<file path="config.mk">
export PLATFORM = sky130hd
export DESIGN_NAME = wlp_wake_power
export DESIGN_NICKNAME = d
export VERILOG_FILES = /design/src/verilog/wlp_pkg.sv /design/src/verilog/wlp_key_mem.sv /design/src/verilog/wlp_timer.sv /design/src/verilog/wlp_wake_power.sv
export SDC_FILE = /design/constraint.sdc
export NUM_CORES = 1
export LEC_CHECK = 0
export BUFFER_PORTS_ARGS = -buffer_cell sky130_fd_sc_hd__buf_2
export CORE_MARGIN = 3
export CORE_UTILIZATION = 42
export DETAILED_ROUTE_END_ITERATION = 7
export PLACE_DENSITY = 0.63
export SYNTH_ARGS = -nofsm -noshare
export SYNTH_HDL_FRONTEND = slang
export SYNTH_SLANG_ARGS = --single-unit
</file>
<file path="constraint.sdc">
create_clock -name clock -period 9.5 [get_ports clock]
set_clock_uncertainty 0.05 [all_clocks]
set_input_delay 0.475 -clock clock [delete_from_list [all_inputs] [get_ports clock]]
set_output_delay 0.475 -clock clock [all_outputs]
set_load 0.05 [all_outputs]
</file>
<file path="src/verilog/wlp_pkg.sv">
package wlp_pkg;

	// ****************************************
	// Register map, byte addresses
	// ****************************************
	localparam logic [7:0] ADDR_CONTROL = 8'h00;
	localparam logic [7:0] ADDR_WAKE_CONTROL = 8'h04;
	localparam logic [7:0] ADDR_IRQ_MASK = 8'h08;
	localparam logic [7:0] ADDR_STATUS = 8'h0c;
	localparam logic [7:0] ADDR_KEY_FIRST = 8'h10;
	localparam logic [7:0] ADDR_KEY_LAST = 8'h3c;
	localparam logic [3:0] KEY_IDX_BASE = 4'h4;

	// ****************************************
	// Field positions and reset values
	// ****************************************
	localparam int unsigned BIT_POWER_DOWN = 0;
	localparam int unsigned BIT_WAKE_ENABLE = 0;
	localparam int unsigned BIT_WAKE_MASK = 0;
	localparam int unsigned BIT_WAKE_FLAG = 0;
	localparam int unsigned STATE_LSB = 4;
	localparam logic RESET_POWER_DOWN = 1'b0;
	localparam logic RESET_WAKE_ENABLE = 1'b0;
	localparam logic RESET_WAKE_MASK = 1'b0;
	localparam logic [7:0] RESET_KEY_BYTE = 8'h00;

	// ****************************************
	// Magic packet layout
	// ****************************************
	localparam int unsigned MAC_BYTES = 6;
	localparam int unsigned KEY_BYTES = 12;
	localparam logic [2:0] LAST_HEADER_RUN = 3'h5;
	localparam logic [2:0] LAST_BYTE_IDX = 3'h5;
	localparam logic [3:0] LAST_REPEAT = 4'hf;
	localparam logic [7:0] ALL_ONES_BYTE = 8'hff;
	localparam logic [7:0] ZERO_BYTE = 8'h00;

	// ****************************************
	// Low-power idle request codes
	// ****************************************
	localparam logic [1:0] SPEED_100 = 2'h1;
	localparam logic [1:0] SPEED_1000 = 2'h2;
	localparam logic [3:0] LPI_CODE_FAST = 4'h1;
	localparam logic [7:0] LPI_CODE_GIG = 8'h01;

	// ****************************************
	// Timing
	// ****************************************
	localparam int unsigned CLOCK_MHZ = 100;
	localparam int unsigned NEG_IDLE_TIME_US = 1000000;
	localparam int unsigned IDLE_NEG_TIME_US = 2000000;
	localparam int unsigned NEG_IDLE_CYCLES = NEG_IDLE_TIME_US * CLOCK_MHZ;
	localparam int unsigned IDLE_NEG_CYCLES = IDLE_NEG_TIME_US * CLOCK_MHZ;

	typedef enum logic [2:0] {PS_FORCED, PS_NEG, PS_IDLE, PS_DATA, PS_EEE} wlp_power_t;
	typedef enum logic [1:0] {MS_HEADER, MS_ADDRESS, MS_PASSWORD} wlp_match_t;

endpackage

</file>
<file path="src/verilog/wlp_key_mem.sv">
module wlp_key_mem (
	input wire logic clock,
	input wire logic rstn,
	input wire logic wrEn,
	input wire logic [3:0] wrIdx,
	input wire logic [7:0] wrData,
	input wire logic [3:0] rdIdx,
	output logic [7:0] rdData,
	output logic [7:0] keyBytes [wlp_pkg::KEY_BYTES]
);
	import wlp_pkg::*;

	// ****************************************
	// Station address bytes 0..5, password bytes 6..11
	// ****************************************
	always_ff @(posedge clock or negedge rstn) begin
		if (!rstn) begin
			for (int i = 0; i < KEY_BYTES; i++) begin
				keyBytes[i] <= RESET_KEY_BYTE;
			end
		end else if (wrEn && (wrIdx < 4'(KEY_BYTES))) begin
			keyBytes[wrIdx] <= wrData;
		end
	end

	// Out-of-range index reads as zero
	always_ff @(posedge clock or negedge rstn) begin
		if (!rstn) begin
			rdData <= RESET_KEY_BYTE;
		end else if (rdIdx < 4'(KEY_BYTES)) begin
			rdData <= keyBytes[rdIdx];
		end else begin
			rdData <= ZERO_BYTE;
		end
	end

endmodule

</file>
<file path="src/verilog/wlp_timer.sv">
module wlp_timer #(
	parameter int unsigned CYCLES = 16
) (
	input wire logic clock,
	input wire logic rstn,
	input wire logic run,
	output logic expired
);
	localparam logic [31:0] LAST_COUNT = 32'(CYCLES - 1);

	logic [31:0] count;

	// Restarts whenever run drops, so each visit gets the full period
	always_ff @(posedge clock or negedge rstn) begin
		if (!rstn) begin
			count <= 32'h0;
			expired <= 1'b0;
		end else if (!run) begin
			count <= 32'h0;
			expired <= 1'b0;
		end else if (count >= LAST_COUNT) begin
			expired <= 1'b1;
		end else begin
			count <= count + 32'h1;
		end
	end

endmodule

</file>
<file path="src/verilog/wlp_wake_power.sv">
// How it works
// - Wake detection works on the byte stream at 10, 100 and 1000 Mbit/s alike.
// - A detected wake packet raises the management interrupt when its mask is set.
// - Six consecutive 0xff bytes form the magic packet header.
// - Header must be followed by the station address sixteen times in a row.
// - The sixteen copies may instead be the all-ones broadcast address.
// - With a password set, six further bytes must equal it; otherwise ignored.
// - An all-zero password means no password check at all.
// - The pattern is found anywhere in the frame, whatever the encapsulation, unless more than six 0xff bytes precede a station address.
// - Host writes six address bytes, byte 0 first; device holds them.
// - Host writes six password bytes, byte 0 first; compared in that order.
// - Setting power-down forces the sleep state from any state.
// - In forced sleep the MAC clocks stop and the line transmitter is silent.
// - Register access keeps working in forced sleep.
// - Forced sleep leaves only on power-down cleared; link dropped on entry.
// - In negotiation, a detected partner brings link-up and the data state.
// - No partner for the negotiation period moves to idle sleep.
// - Idle sleep returns to negotiation on timeout or on partner energy.
// - Data state carries frames and returns to negotiation on link loss.
// - EEE low power is entered and left on MAC idle requests, if negotiated.
module wlp_wake_power #(
	parameter int unsigned NEG_IDLE_CYCLES = wlp_pkg::NEG_IDLE_CYCLES,
	parameter int unsigned IDLE_NEG_CYCLES = wlp_pkg::IDLE_NEG_CYCLES
) (
	input wire logic clock,
	input wire logic rstn,
	input wire logic [7:0] avs_address,
	input wire logic avs_read,
	input wire logic avs_write,
	input wire logic [31:0] avs_writedata,
	input wire logic [3:0] avs_byteenable,
	output logic [31:0] avs_readdata,
	output logic avs_waitrequest,
	input wire logic [7:0] rxByte,
	input wire logic rxByteValid,
	input wire logic rxFrameActive,
	input wire logic [1:0] txSpeed,
	input wire logic txEn,
	input wire logic txEr,
	input wire logic [7:0] txData,
	input wire logic parallelDetect,
	input wire logic anegComplete,
	input wire logic energyDetect,
	input wire logic linkOk,
	input wire logic eeeNegotiated,
	output logic mgmt_irq_out,
	output logic macClockEnable,
	output logic lineTxEnable,
	output logic linkActive,
	output logic eeeLowPower,
	output wlp_pkg::wlp_power_t powerState
);
	import wlp_pkg::*;

	// ****************************************
	// Register bus
	// ****************************************
	logic busStep;
	logic busDone;
	logic power_down_bit;
	logic wake_detect_enable;
	logic wake_irq_mask;
	logic wakeFlag;
	logic keyHit;
	logic keyWrite;
	logic statusRead;
	logic [3:0] keyIdx;
	logic [7:0] keyRdData;
	logic [7:0] keyBytes [KEY_BYTES];
	logic [31:0] readValue;

	assign busDone = (avs_read || avs_write) && !avs_waitrequest;
	assign keyHit = (avs_address >= ADDR_KEY_FIRST) && (avs_address <= ADDR_KEY_LAST)
		&& (avs_address[1:0] == 2'h0);
	assign keyIdx = avs_address[5:2] - KEY_IDX_BASE;
	assign keyWrite = busDone && avs_write && keyHit && avs_byteenable[0];
	assign statusRead = busDone && avs_read && (avs_address == ADDR_STATUS);

	// Two wait cycles give the key memory time to present registered data
	always_ff @(posedge clock or negedge rstn) begin
		if (!rstn) begin
			busStep <= 1'b0;
			avs_waitrequest <= 1'b1;
		end else if (!avs_waitrequest) begin
			avs_waitrequest <= 1'b1;
		end else if (avs_read || avs_write) begin
			busStep <= !busStep;
			avs_waitrequest <= !busStep;
		end
	end

	always_comb begin
		readValue = 32'h0;
		if (avs_address == ADDR_CONTROL) begin
			readValue[BIT_POWER_DOWN] = power_down_bit;
		end else if (avs_address == ADDR_WAKE_CONTROL) begin
			readValue[BIT_WAKE_ENABLE] = wake_detect_enable;
		end else if (avs_address == ADDR_IRQ_MASK) begin
			readValue[BIT_WAKE_MASK] = wake_irq_mask;
		end else if (avs_address == ADDR_STATUS) begin
			readValue[BIT_WAKE_FLAG] = wakeFlag;
			readValue[STATE_LSB +: 3] = powerState;
		end else if (keyHit) begin
			readValue[7:0] = keyRdData;
		end
	end

	// Unmapped addresses read as zero and ignore writes
	always_ff @(posedge clock or negedge rstn) begin
		if (!rstn) begin
			avs_readdata <= 32'h0;
		end else if (avs_read && avs_waitrequest && busStep) begin
			avs_readdata <= readValue;
		end
	end

	// Bus stays live in every power state, sleep included
	always_ff @(posedge clock or negedge rstn) begin
		if (!rstn) begin
			power_down_bit <= RESET_POWER_DOWN;
			wake_detect_enable <= RESET_WAKE_ENABLE;
			wake_irq_mask <= RESET_WAKE_MASK;
		end else if (busDone && avs_write && avs_byteenable[0]) begin
			if (avs_address == ADDR_CONTROL) begin
				power_down_bit <= avs_writedata[BIT_POWER_DOWN];
			end else if (avs_address == ADDR_WAKE_CONTROL) begin
				wake_detect_enable <= avs_writedata[BIT_WAKE_ENABLE];
			end else if (avs_address == ADDR_IRQ_MASK) begin
				wake_irq_mask <= avs_writedata[BIT_WAKE_MASK];
			end
		end
	end

	// Address bytes at 0..5, password bytes at 6..11
	wlp_key_mem keyMem (
		.clock(clock),
		.rstn(rstn),
		.wrEn(keyWrite),
		.wrIdx(keyIdx),
		.wrData(avs_writedata[7:0]),
		.rdIdx(keyIdx),
		.rdData(keyRdData),
		.keyBytes(keyBytes)
	);

	// ****************************************
	// Magic packet matcher
	// ****************************************
	wlp_match_t matchState;
	logic [2:0] ffRun;
	logic [3:0] repCount;
	logic [2:0] byteIdx;
	logic stationOk;
	logic bcastOk;
	logic passwordSet;
	logic stationHit;
	logic bcastHit;
	logic passHit;
	logic isOnes;
	logic wakeHit;

	always_comb begin
		passwordSet = 1'b0;
		for (int i = MAC_BYTES; i < KEY_BYTES; i++) begin
			passwordSet = passwordSet || (keyBytes[i] != ZERO_BYTE);
		end
	end

	assign isOnes = (rxByte == ALL_ONES_BYTE);
	assign stationHit = stationOk && (rxByte == keyBytes[byteIdx]);
	assign bcastHit = bcastOk && isOnes;
	assign passHit = (rxByte == keyBytes[4'(byteIdx) + 4'(MAC_BYTES)]);

	// Byte strobe hides the line rate, so every speed is scanned the same way
	always_comb begin
		wakeHit = 1'b0;
		if (wake_detect_enable && rxFrameActive && rxByteValid) begin
			if (matchState == MS_ADDRESS) begin
				wakeHit = (stationHit || bcastHit) && (byteIdx == LAST_BYTE_IDX)
					&& (repCount == LAST_REPEAT) && !passwordSet;
			end else if (matchState == MS_PASSWORD) begin
				wakeHit = passHit && (byteIdx == LAST_BYTE_IDX);
			end
		end
	end

	// Restarts on any mismatch; a failing 0xff byte may open a new header
	always_ff @(posedge clock or negedge rstn) begin
		if (!rstn) begin
			matchState <= MS_HEADER;
			ffRun <= 3'h0;
			repCount <= 4'h0;
			byteIdx <= 3'h0;
			stationOk <= 1'b0;
			bcastOk <= 1'b0;
		end else if (!wake_detect_enable || !rxFrameActive) begin
			matchState <= MS_HEADER;
			ffRun <= 3'h0;
		end else if (rxByteValid) begin
			case (matchState)
				MS_HEADER: begin
					if (!isOnes) begin
						ffRun <= 3'h0;
					end else if (ffRun == LAST_HEADER_RUN) begin
						matchState <= MS_ADDRESS;
						repCount <= 4'h0;
						byteIdx <= 3'h0;
						stationOk <= 1'b1;
						bcastOk <= 1'b1;
					end else begin
						ffRun <= ffRun + 3'h1;
					end
				end
				MS_ADDRESS: begin
					if (!(stationHit || bcastHit)) begin
						matchState <= MS_HEADER;
						ffRun <= {2'h0, isOnes};
					end else begin
						stationOk <= stationHit;
						bcastOk <= bcastHit;
						if (byteIdx != LAST_BYTE_IDX) begin
							byteIdx <= byteIdx + 3'h1;
						end else begin
							byteIdx <= 3'h0;
							if (repCount != LAST_REPEAT) begin
								repCount <= repCount + 4'h1;
							end else if (passwordSet) begin
								matchState <= MS_PASSWORD;
							end else begin
								matchState <= MS_HEADER;
								ffRun <= 3'h0;
							end
						end
					end
				end
				MS_PASSWORD: begin
					if (!passHit) begin
						matchState <= MS_HEADER;
						ffRun <= {2'h0, isOnes};
					end else if (byteIdx == LAST_BYTE_IDX) begin
						matchState <= MS_HEADER;
						ffRun <= 3'h0;
					end else begin
						byteIdx <= byteIdx + 3'h1;
					end
				end
				default: begin
					matchState <= MS_HEADER;
				end
			endcase
		end
	end

	// ****************************************
	// Wake flag and interrupt
	// ****************************************
	// Set beats a status read in the same cycle; a wake one cycle earlier, as read data is registered, is cleared unread
	always_ff @(posedge clock or negedge rstn) begin
		if (!rstn) begin
			wakeFlag <= 1'b0;
		end else if (wakeHit) begin
			wakeFlag <= 1'b1;
		end else if (statusRead) begin
			wakeFlag <= 1'b0;
		end
	end

	always_ff @(posedge clock or negedge rstn) begin
		if (!rstn) begin
			mgmt_irq_out <= 1'b0;
		end else begin
			mgmt_irq_out <= (wakeFlag || wakeHit) && wake_irq_mask;
		end
	end

	// ****************************************
	// Power state controller
	// ****************************************
	wlp_power_t next_powerState;
	logic lpiRequest;
	logic negTimeout;
	logic idleTimeout;

	// 10 Mbit/s has no idle code, so never requests low power
	always_comb begin
		lpiRequest = 1'b0;
		if (!txEn && txEr) begin
			if (txSpeed == SPEED_1000) begin
				lpiRequest = (txData == LPI_CODE_GIG);
			end else if (txSpeed == SPEED_100) begin
				lpiRequest = (txData[3:0] == LPI_CODE_FAST);
			end
		end
	end

	wlp_timer #(
		.CYCLES(NEG_IDLE_CYCLES)
	) negTimer (
		.clock(clock),
		.rstn(rstn),
		.run(powerState == PS_NEG),
		.expired(negTimeout)
	);

	wlp_timer #(
		.CYCLES(IDLE_NEG_CYCLES)
	) idleTimer (
		.clock(clock),
		.rstn(rstn),
		.run(powerState == PS_IDLE),
		.expired(idleTimeout)
	);

	always_comb begin
		next_powerState = powerState;
		if (power_down_bit) begin
			next_powerState = PS_FORCED;
		end else begin
			case (powerState)
				PS_FORCED: begin
					next_powerState = PS_NEG;
				end
				PS_NEG: begin
					if (parallelDetect || anegComplete) begin
						next_powerState = PS_DATA;
					end else if (negTimeout) begin
						next_powerState = PS_IDLE;
					end
				end
				PS_IDLE: begin
					if (energyDetect || idleTimeout) begin
						next_powerState = PS_NEG;
					end
				end
				PS_DATA: begin
					if (!linkOk) begin
						next_powerState = PS_NEG;
					end else if (eeeNegotiated && lpiRequest) begin
						next_powerState = PS_EEE;
					end
				end
				PS_EEE: begin
					if (!linkOk) begin
						next_powerState = PS_NEG;
					end else if (!lpiRequest) begin
						next_powerState = PS_DATA;
					end
				end
				default: begin
					next_powerState = PS_NEG;
				end
			endcase
		end
	end

	// Outputs decoded from the next state so they change with the state itself
	always_ff @(posedge clock or negedge rstn) begin
		if (!rstn) begin
			powerState <= PS_NEG;
			macClockEnable <= 1'b1;
			lineTxEnable <= 1'b1;
			linkActive <= 1'b0;
			eeeLowPower <= 1'b0;
		end else begin
			powerState <= next_powerState;
			macClockEnable <= (next_powerState != PS_FORCED);
			lineTxEnable <= (next_powerState == PS_NEG) || (next_powerState == PS_DATA);
			linkActive <= (next_powerState == PS_DATA) || (next_powerState == PS_EEE);
			eeeLowPower <= (next_powerState == PS_EEE);
		end
	end

endmodule

</file>
# Word-level counts from Yosys, hierarchy flattened

Cells that the tools add are included.

Add/subtract/negate cells: 7
$mul: 0
Div/mod/pow operators: 0
Order comparisons: 9
Eq/ne operators: 42
Shift operators: 0
Multiplexer cells: 92
Bitwise operators: 6
Reduce and logical (&&, ||, !) cells: 67

Operators with widths:

| cell                  | count |
|---|---|
| $mux 32               | 4 |
| $bmux 8 s4            | 3 |
| $bwmux 96             | 1 |
| $mux 3                | 26 |
| $mux 8                | 9 |
| $add 32x1->32 const B | 2 |
| $reduce_bool 8->1     | 6 |
| $demux 8 s4           | 1 |
| $ge 32x27->1 const B  | 1 |
| $ge 32x28->1 const B  | 1 |
| $logic_and 1x1->1     | 24 |
| $mux 1                | 23 |
| $mux 7                | 3 |
| $mux 2                | 10 |
| $mux 4                | 5 |
| $ne 4x4->1 const B    | 5 |
| $ne 2x2->1 const B    | 9 |
| $pmux 3 s3            | 2 |
| $eq 8x4->1 const B    | 2 |
| $eq 8x8->1            | 2 |
| $reduce_and 8->1      | 2 |
| $logic_or 1x1->1      | 13 |
| $eq 3x3->1 const B    | 4 |
| $pmux 3 s4            | 1 |
| other kinds (39)      | 64 |

Register bits after elaboration: 206
Latch bits: 0
RAM bits: 0
Memory bits (read-only): 0
Bits of input ports: 75
Output and inout port bits: 41
Logic and storage cells: 259
Memories kept: 0

# Depth between registers and ports, before layout

Word-level depth: 14
Mapped depth: 16
Gate-level depth less buffers: 11

# By module

A second synthesis with hierarchy kept.

Cells, all modules: 1120
Area, all modules: 12410.7 µm²

Modules (own cells, without submodules):

| module                 | instances | cells each | area an instance (µm²) | sequential area each (µm²) |
|---|---|---|---|---|
| wlp_key_mem            | 1         | 289        | 4590.7                 | 2602.5 |
| wlp_wake_power         | 1         | 468        | 4222.8                 | 905.9 |
| wlp_timer at negTimer  | 1         | 186        | 1819.2                 | 825.8 |
| wlp_timer at idleTimer | 1         | 177        | 1778.0                 | 825.8 |

# Worst setup path before layout

No wires, ideal clock.

Path type: reg-to-reg
Start: register byteIdx[1]
End: register ffRun[0]
Setup time: 127 ps
Arrival: 3677 ps
Data required time: 9323 ps
Path slack: 5646 ps
Cell stages (with the launch flop): 16
Buffers on the path: 5
Clock period less this slack: 3854 ps
Cells stage by stage: dfrtp_1 -> buf_4 -> buf_2 -> buf_4 -> inv_1 -> ha_1 -> buf_4 -> buf_4 -> mux4_2 -> mux2_2 -> o21ai_0 -> nor3_1 -> and4_1 -> a311oi_1 -> nand2b_4 -> mux2_1

Cells in the longest elaborated chain, start to end: 11
Elaborated cells on any way between the ends: 25
Those cells by class: 1 x add/sub; 8 x eq/ne; 11 x mux; 2 x bitwise; 3 x reduce/logical

Ends and longest elaborated chain:

| item                                                 | RTL line              | source |
|---|---|---|
| from (decl)                                          | wlp_wake_power.sv:152 | `logic [2:0] byteIdx;` |
| from (signal assigned)                               | wlp_wake_power.sv:222 | `byteIdx <= byteIdx + 3'h1;` |
| from (signal assigned)                               | wlp_wake_power.sv:244 | `byteIdx <= byteIdx + 3'h1;` |
| branches (longest 11 deep; another with $add 3x3->4) | n/a                   |  |
| to (signal assigned)                                 | wlp_wake_power.sv:211 | `ffRun <= ffRun + 3'h1;` |
| to (signal assigned)                                 | wlp_wake_power.sv:217 | `ffRun <= {2'h0, isOnes};` |
| to (signal assigned)                                 | wlp_wake_power.sv:239 | `ffRun <= {2'h0, isOnes};` |
| to (decl)                                            | wlp_wake_power.sv:150 | `logic [2:0] ffRun;` |

Parallel ways; which one is timed is not known. The select of a mux whose other input is x is not followed.
A chain may end at the register's enable or synchronous reset.

# Worst setup path after layout

Start: register byteIdx[2]
End: register byteIdx[0]

Cells in the longest elaborated chain, start to end: 9
Elaborated cells on any way between the ends: 22
Those cells by class: 1 x add/sub; 7 x eq/ne; 9 x mux; 2 x bitwise; 3 x reduce/logical

Ends and longest elaborated chain:

| item |
|---|
| branches (longest 9 deep; another with $add 3x3->4) |

Parallel ways; which one is timed is not known. The select of a mux whose other input is x is not followed.

==> run_results.csv <==
group,metric,value,unit
clock_tree,root_buffer,"clkbuf_16",
synth,synth_edf_count,0,
sta,fin_crit_sh,47.4,%
setup_path,worstPathMaxFanout,16,
clock_tree,clk_pin_slew,0.06,ns
clock_tree,cts_sinks,206,
global_routing,grt_max_degree,86,
floorplanning,core_area,0.0273,mm²
sta,maxSlewViolCount,0,
power,ir_drop,0.123,mV
place,dp_hpwl,19900,µm
routing,detail-route-antenna-nets,0,
finish,drive_gt1_share,27.0,%
power,power.density,163,mW/mm²
worst_hold_path,hp-class,"in -> reg",
synth,yosys-top-cells-area,"dfrtp_1, mux2_2, mux4_2",
setup_path,crit_type,"reg -> reg",
clock_tree,h-tree-depth,1,
floorplanning,row_count,60,
sta,tns,0,ns
synth,synth_area_leader_cell,"dfrtp_1",
sta,setup_viol,0,
power,power_leakage,0.00577,µW
sta,max_freq,222,MHz
routing,drt_first_pass_iters,6,
sta,final-hold-violation-count,0,
finish,postLayoutCellArea,0.0132,mm²
sta,fin_crit,4.50,ns
synth,synth_top_area_share,42.8,%
finish,final_cells,1492,
place,port_buffers,64,
floorplanning,fp.dieH,174,µm
sta,worst_pin_slew,1.28,ns
synth,syn-cell-area,0.0118,mm²
floorplanning,die_w,174,µm
clock_tree,post-cts-setup-buffer-count,0,
routing,routed_wl,29100,µm
global_routing,track_usage,19.1,%
finish,final_common_cell,"dfrtp_1",
routing,route.detailed.drc,0,
sta,max-slew-margin-rel,14.2,%
finish,n_antenna_cell,0,
finish,syn_to_final_growth,11.6,%
place,dp.cells,1449,
routing,routedWlPerCell,19.5,µm
routing,vias_per_cell,5.75,
job,cap_violations,0,
synth,ys_seq_area_share,43.7,%
synth,synth_cell_types,81,
floorplanning,die_area,0.0301,mm²
clock_tree,cts.path.max_buffers,3,
synth,synthCells,1054,
worst_hold_path,hold_depth,2,
place,gp_congestion,0.900,
clock_tree,clk_latency,0.51,ns
global_routing,grt_pass1_vias,8397,
synth,synthArstFlopShare,100,%
clock_tree,cts_resized,0,
floorplanning,start_util,43.3,%
power,p_total,2150,µW
routing,drt_iter0_markers,739,
synth,synth.avg_cell_area,11.2,µm²
place,postPlaceCellArea,0.0123,mm²
run_status,outcome,"finished clean",
clock_tree,postCtsHoldBufs,1,
setup_path,worstPathArrival,4.85,ns
synth,ys_ff_latch,206,
sta,rsz0062_at_grt,"no",
global_routing,grt_overflow_total,0,
clock_tree,cts_tree,"yes",
setup_path,cp-end-kind,"register",
finish,layout_common_cells,"dfrtp_1, mux2_2, nor2_1, nand2_1, buf_2",
synth,yosysWarnings,0,
floorplanning,ioPinCount,116,
setup_path,worstRegToRegCells,12,
setup_path,startpoint_type,"register",
global_routing,grt_pass1_wl,46800,µm
routing,vias,8583,
synth,yosys_most_used_dff,"dfrtp_1",
setup_path,worstPathRequired,9.85,ns
global_routing,antenna_found_initial,0,
clock_tree,cts_buffers,23,
finish,num-fill-cells,2498,
finish,nNetsFinal,1195,
==> registers in the layout, indices dropped and copies added, names as in the netlist, 2 cells and up <==
name,flops
avs_readdata,8
byteIdx,3
ffRun,3
idleTimer.count,32
keyMem.keyBytes,96
keyMem.rdData,8
matchState,2
negTimer.count,32
powerState,3
repCount,4
==> synthesized netlist by cell type, drive strengths merged (11+ instances only) <==
| cell type | count |
|---|---|
| xor2 | 39 |
| inv | 24 |
| a22o | 15 |
| buf | 42 |
| nor2 | 95 |
| a21oi | 28 |
| and2 | 11 |
| dfrtp | 202 |
| ha | 17 |
| or3 | 14 |
| mux4 | 43 |
| nor3 | 23 |
| clkbuf | 32 |
| nand2 | 65 |
| nand3 | 27 |
| nor4 | 19 |
| and3 | 13 |
| o21ai | 28 |
| xnor2 | 11 |
| mux2 | 124 |
| mux2i | 35 |
| nand4 | 19 |
==> worst paths after layout <==
check,from,to,slack [ns]
worst max-delay path,byteIdx[2],byteIdx[0],5.00
worst min-delay path,avs_write,avs_waitrequest,0.11
worst max register to register,byteIdx[2],byteIdx[0],5.00
worst min register to register,keyMem.rdData[7],avs_readdata[7],0.42
max in group asynchronous,rstn,byteIdx[1],6.86
min in group asynchronous,rstn,idleTimer.count[25],0.50
==> per-stage QoR <==
stage	setup WS (ns)	util, %	hold slack (ns)
final	5.00	48.3	0.113
after global routing	4.74	48.3	0.107
after CTS	4.97	48.3	0.0936
after detailed placement	4.98	45.3	0.408
after global placement	5.00	45.3	0.399
after floorplan	5.65	-	0.129
==> logic make-up after synthesis <==
family / after synthesis / synth area share (%)
compound gates: 137 / 8.05
xor+xnor: 50 / 3.71
fa+ha+maj: 17 / 1.80
buf+inv: 98 / 4.23
flops: 206 / 43.7
mux: 202 / 23.1
other cells: 1 / 0.0318
simple gates: 343 / 15.3
==> where the power goes <==
| group | internal, µW | leakage [µW] | switching [µW] |
|---|---|---|---|
| combinational | 71.1 | 0.00254 | 189 |
| clock | 586 | 0.000389 | 366 |
| sequential | 907 | 0.00284 | 30.6 |
==> critical path, stage by stage (launching register included) <==
cell and delay [ns]:
dfrtp_1 0.65, inv_1 0.27, ha_1 0.56, buf_4 0.36, or3b_1 0.54, o22ai_2 0.19, mux2i_1 0.12, or4_1 0.47
nor3_1 0.14, and4_1 0.34, a21oi_1 0.16, nor2_1 0.17, mux2_2 0.35
==> routing by layer <==
metal	global-route usage [%]	wire length (µm)	up-vias
li1	-	-	3946
met1	27.9	13400	4287
met2	29.1	12900	297
met3	4.23	2060	53
met4	4.49	744	0
met5	0	0	-
==> final cells by class <==
class | instances | area [µm²] | share of cell area [%]
clock inverter | 12 | 174 | 1.32
multi-input combinational | 773 | 6230 | 47.3
sequential | 206 | 5160 | 39.2
timing repair buffer | 75 | 414 | 3.14
inverter | 24 | 90.1 | 0.684
tap | 372 | 465 | 3.53
clock buffer | 30 | 642 | 4.87
Note: power is estimated with default switching activity, not from simulation.
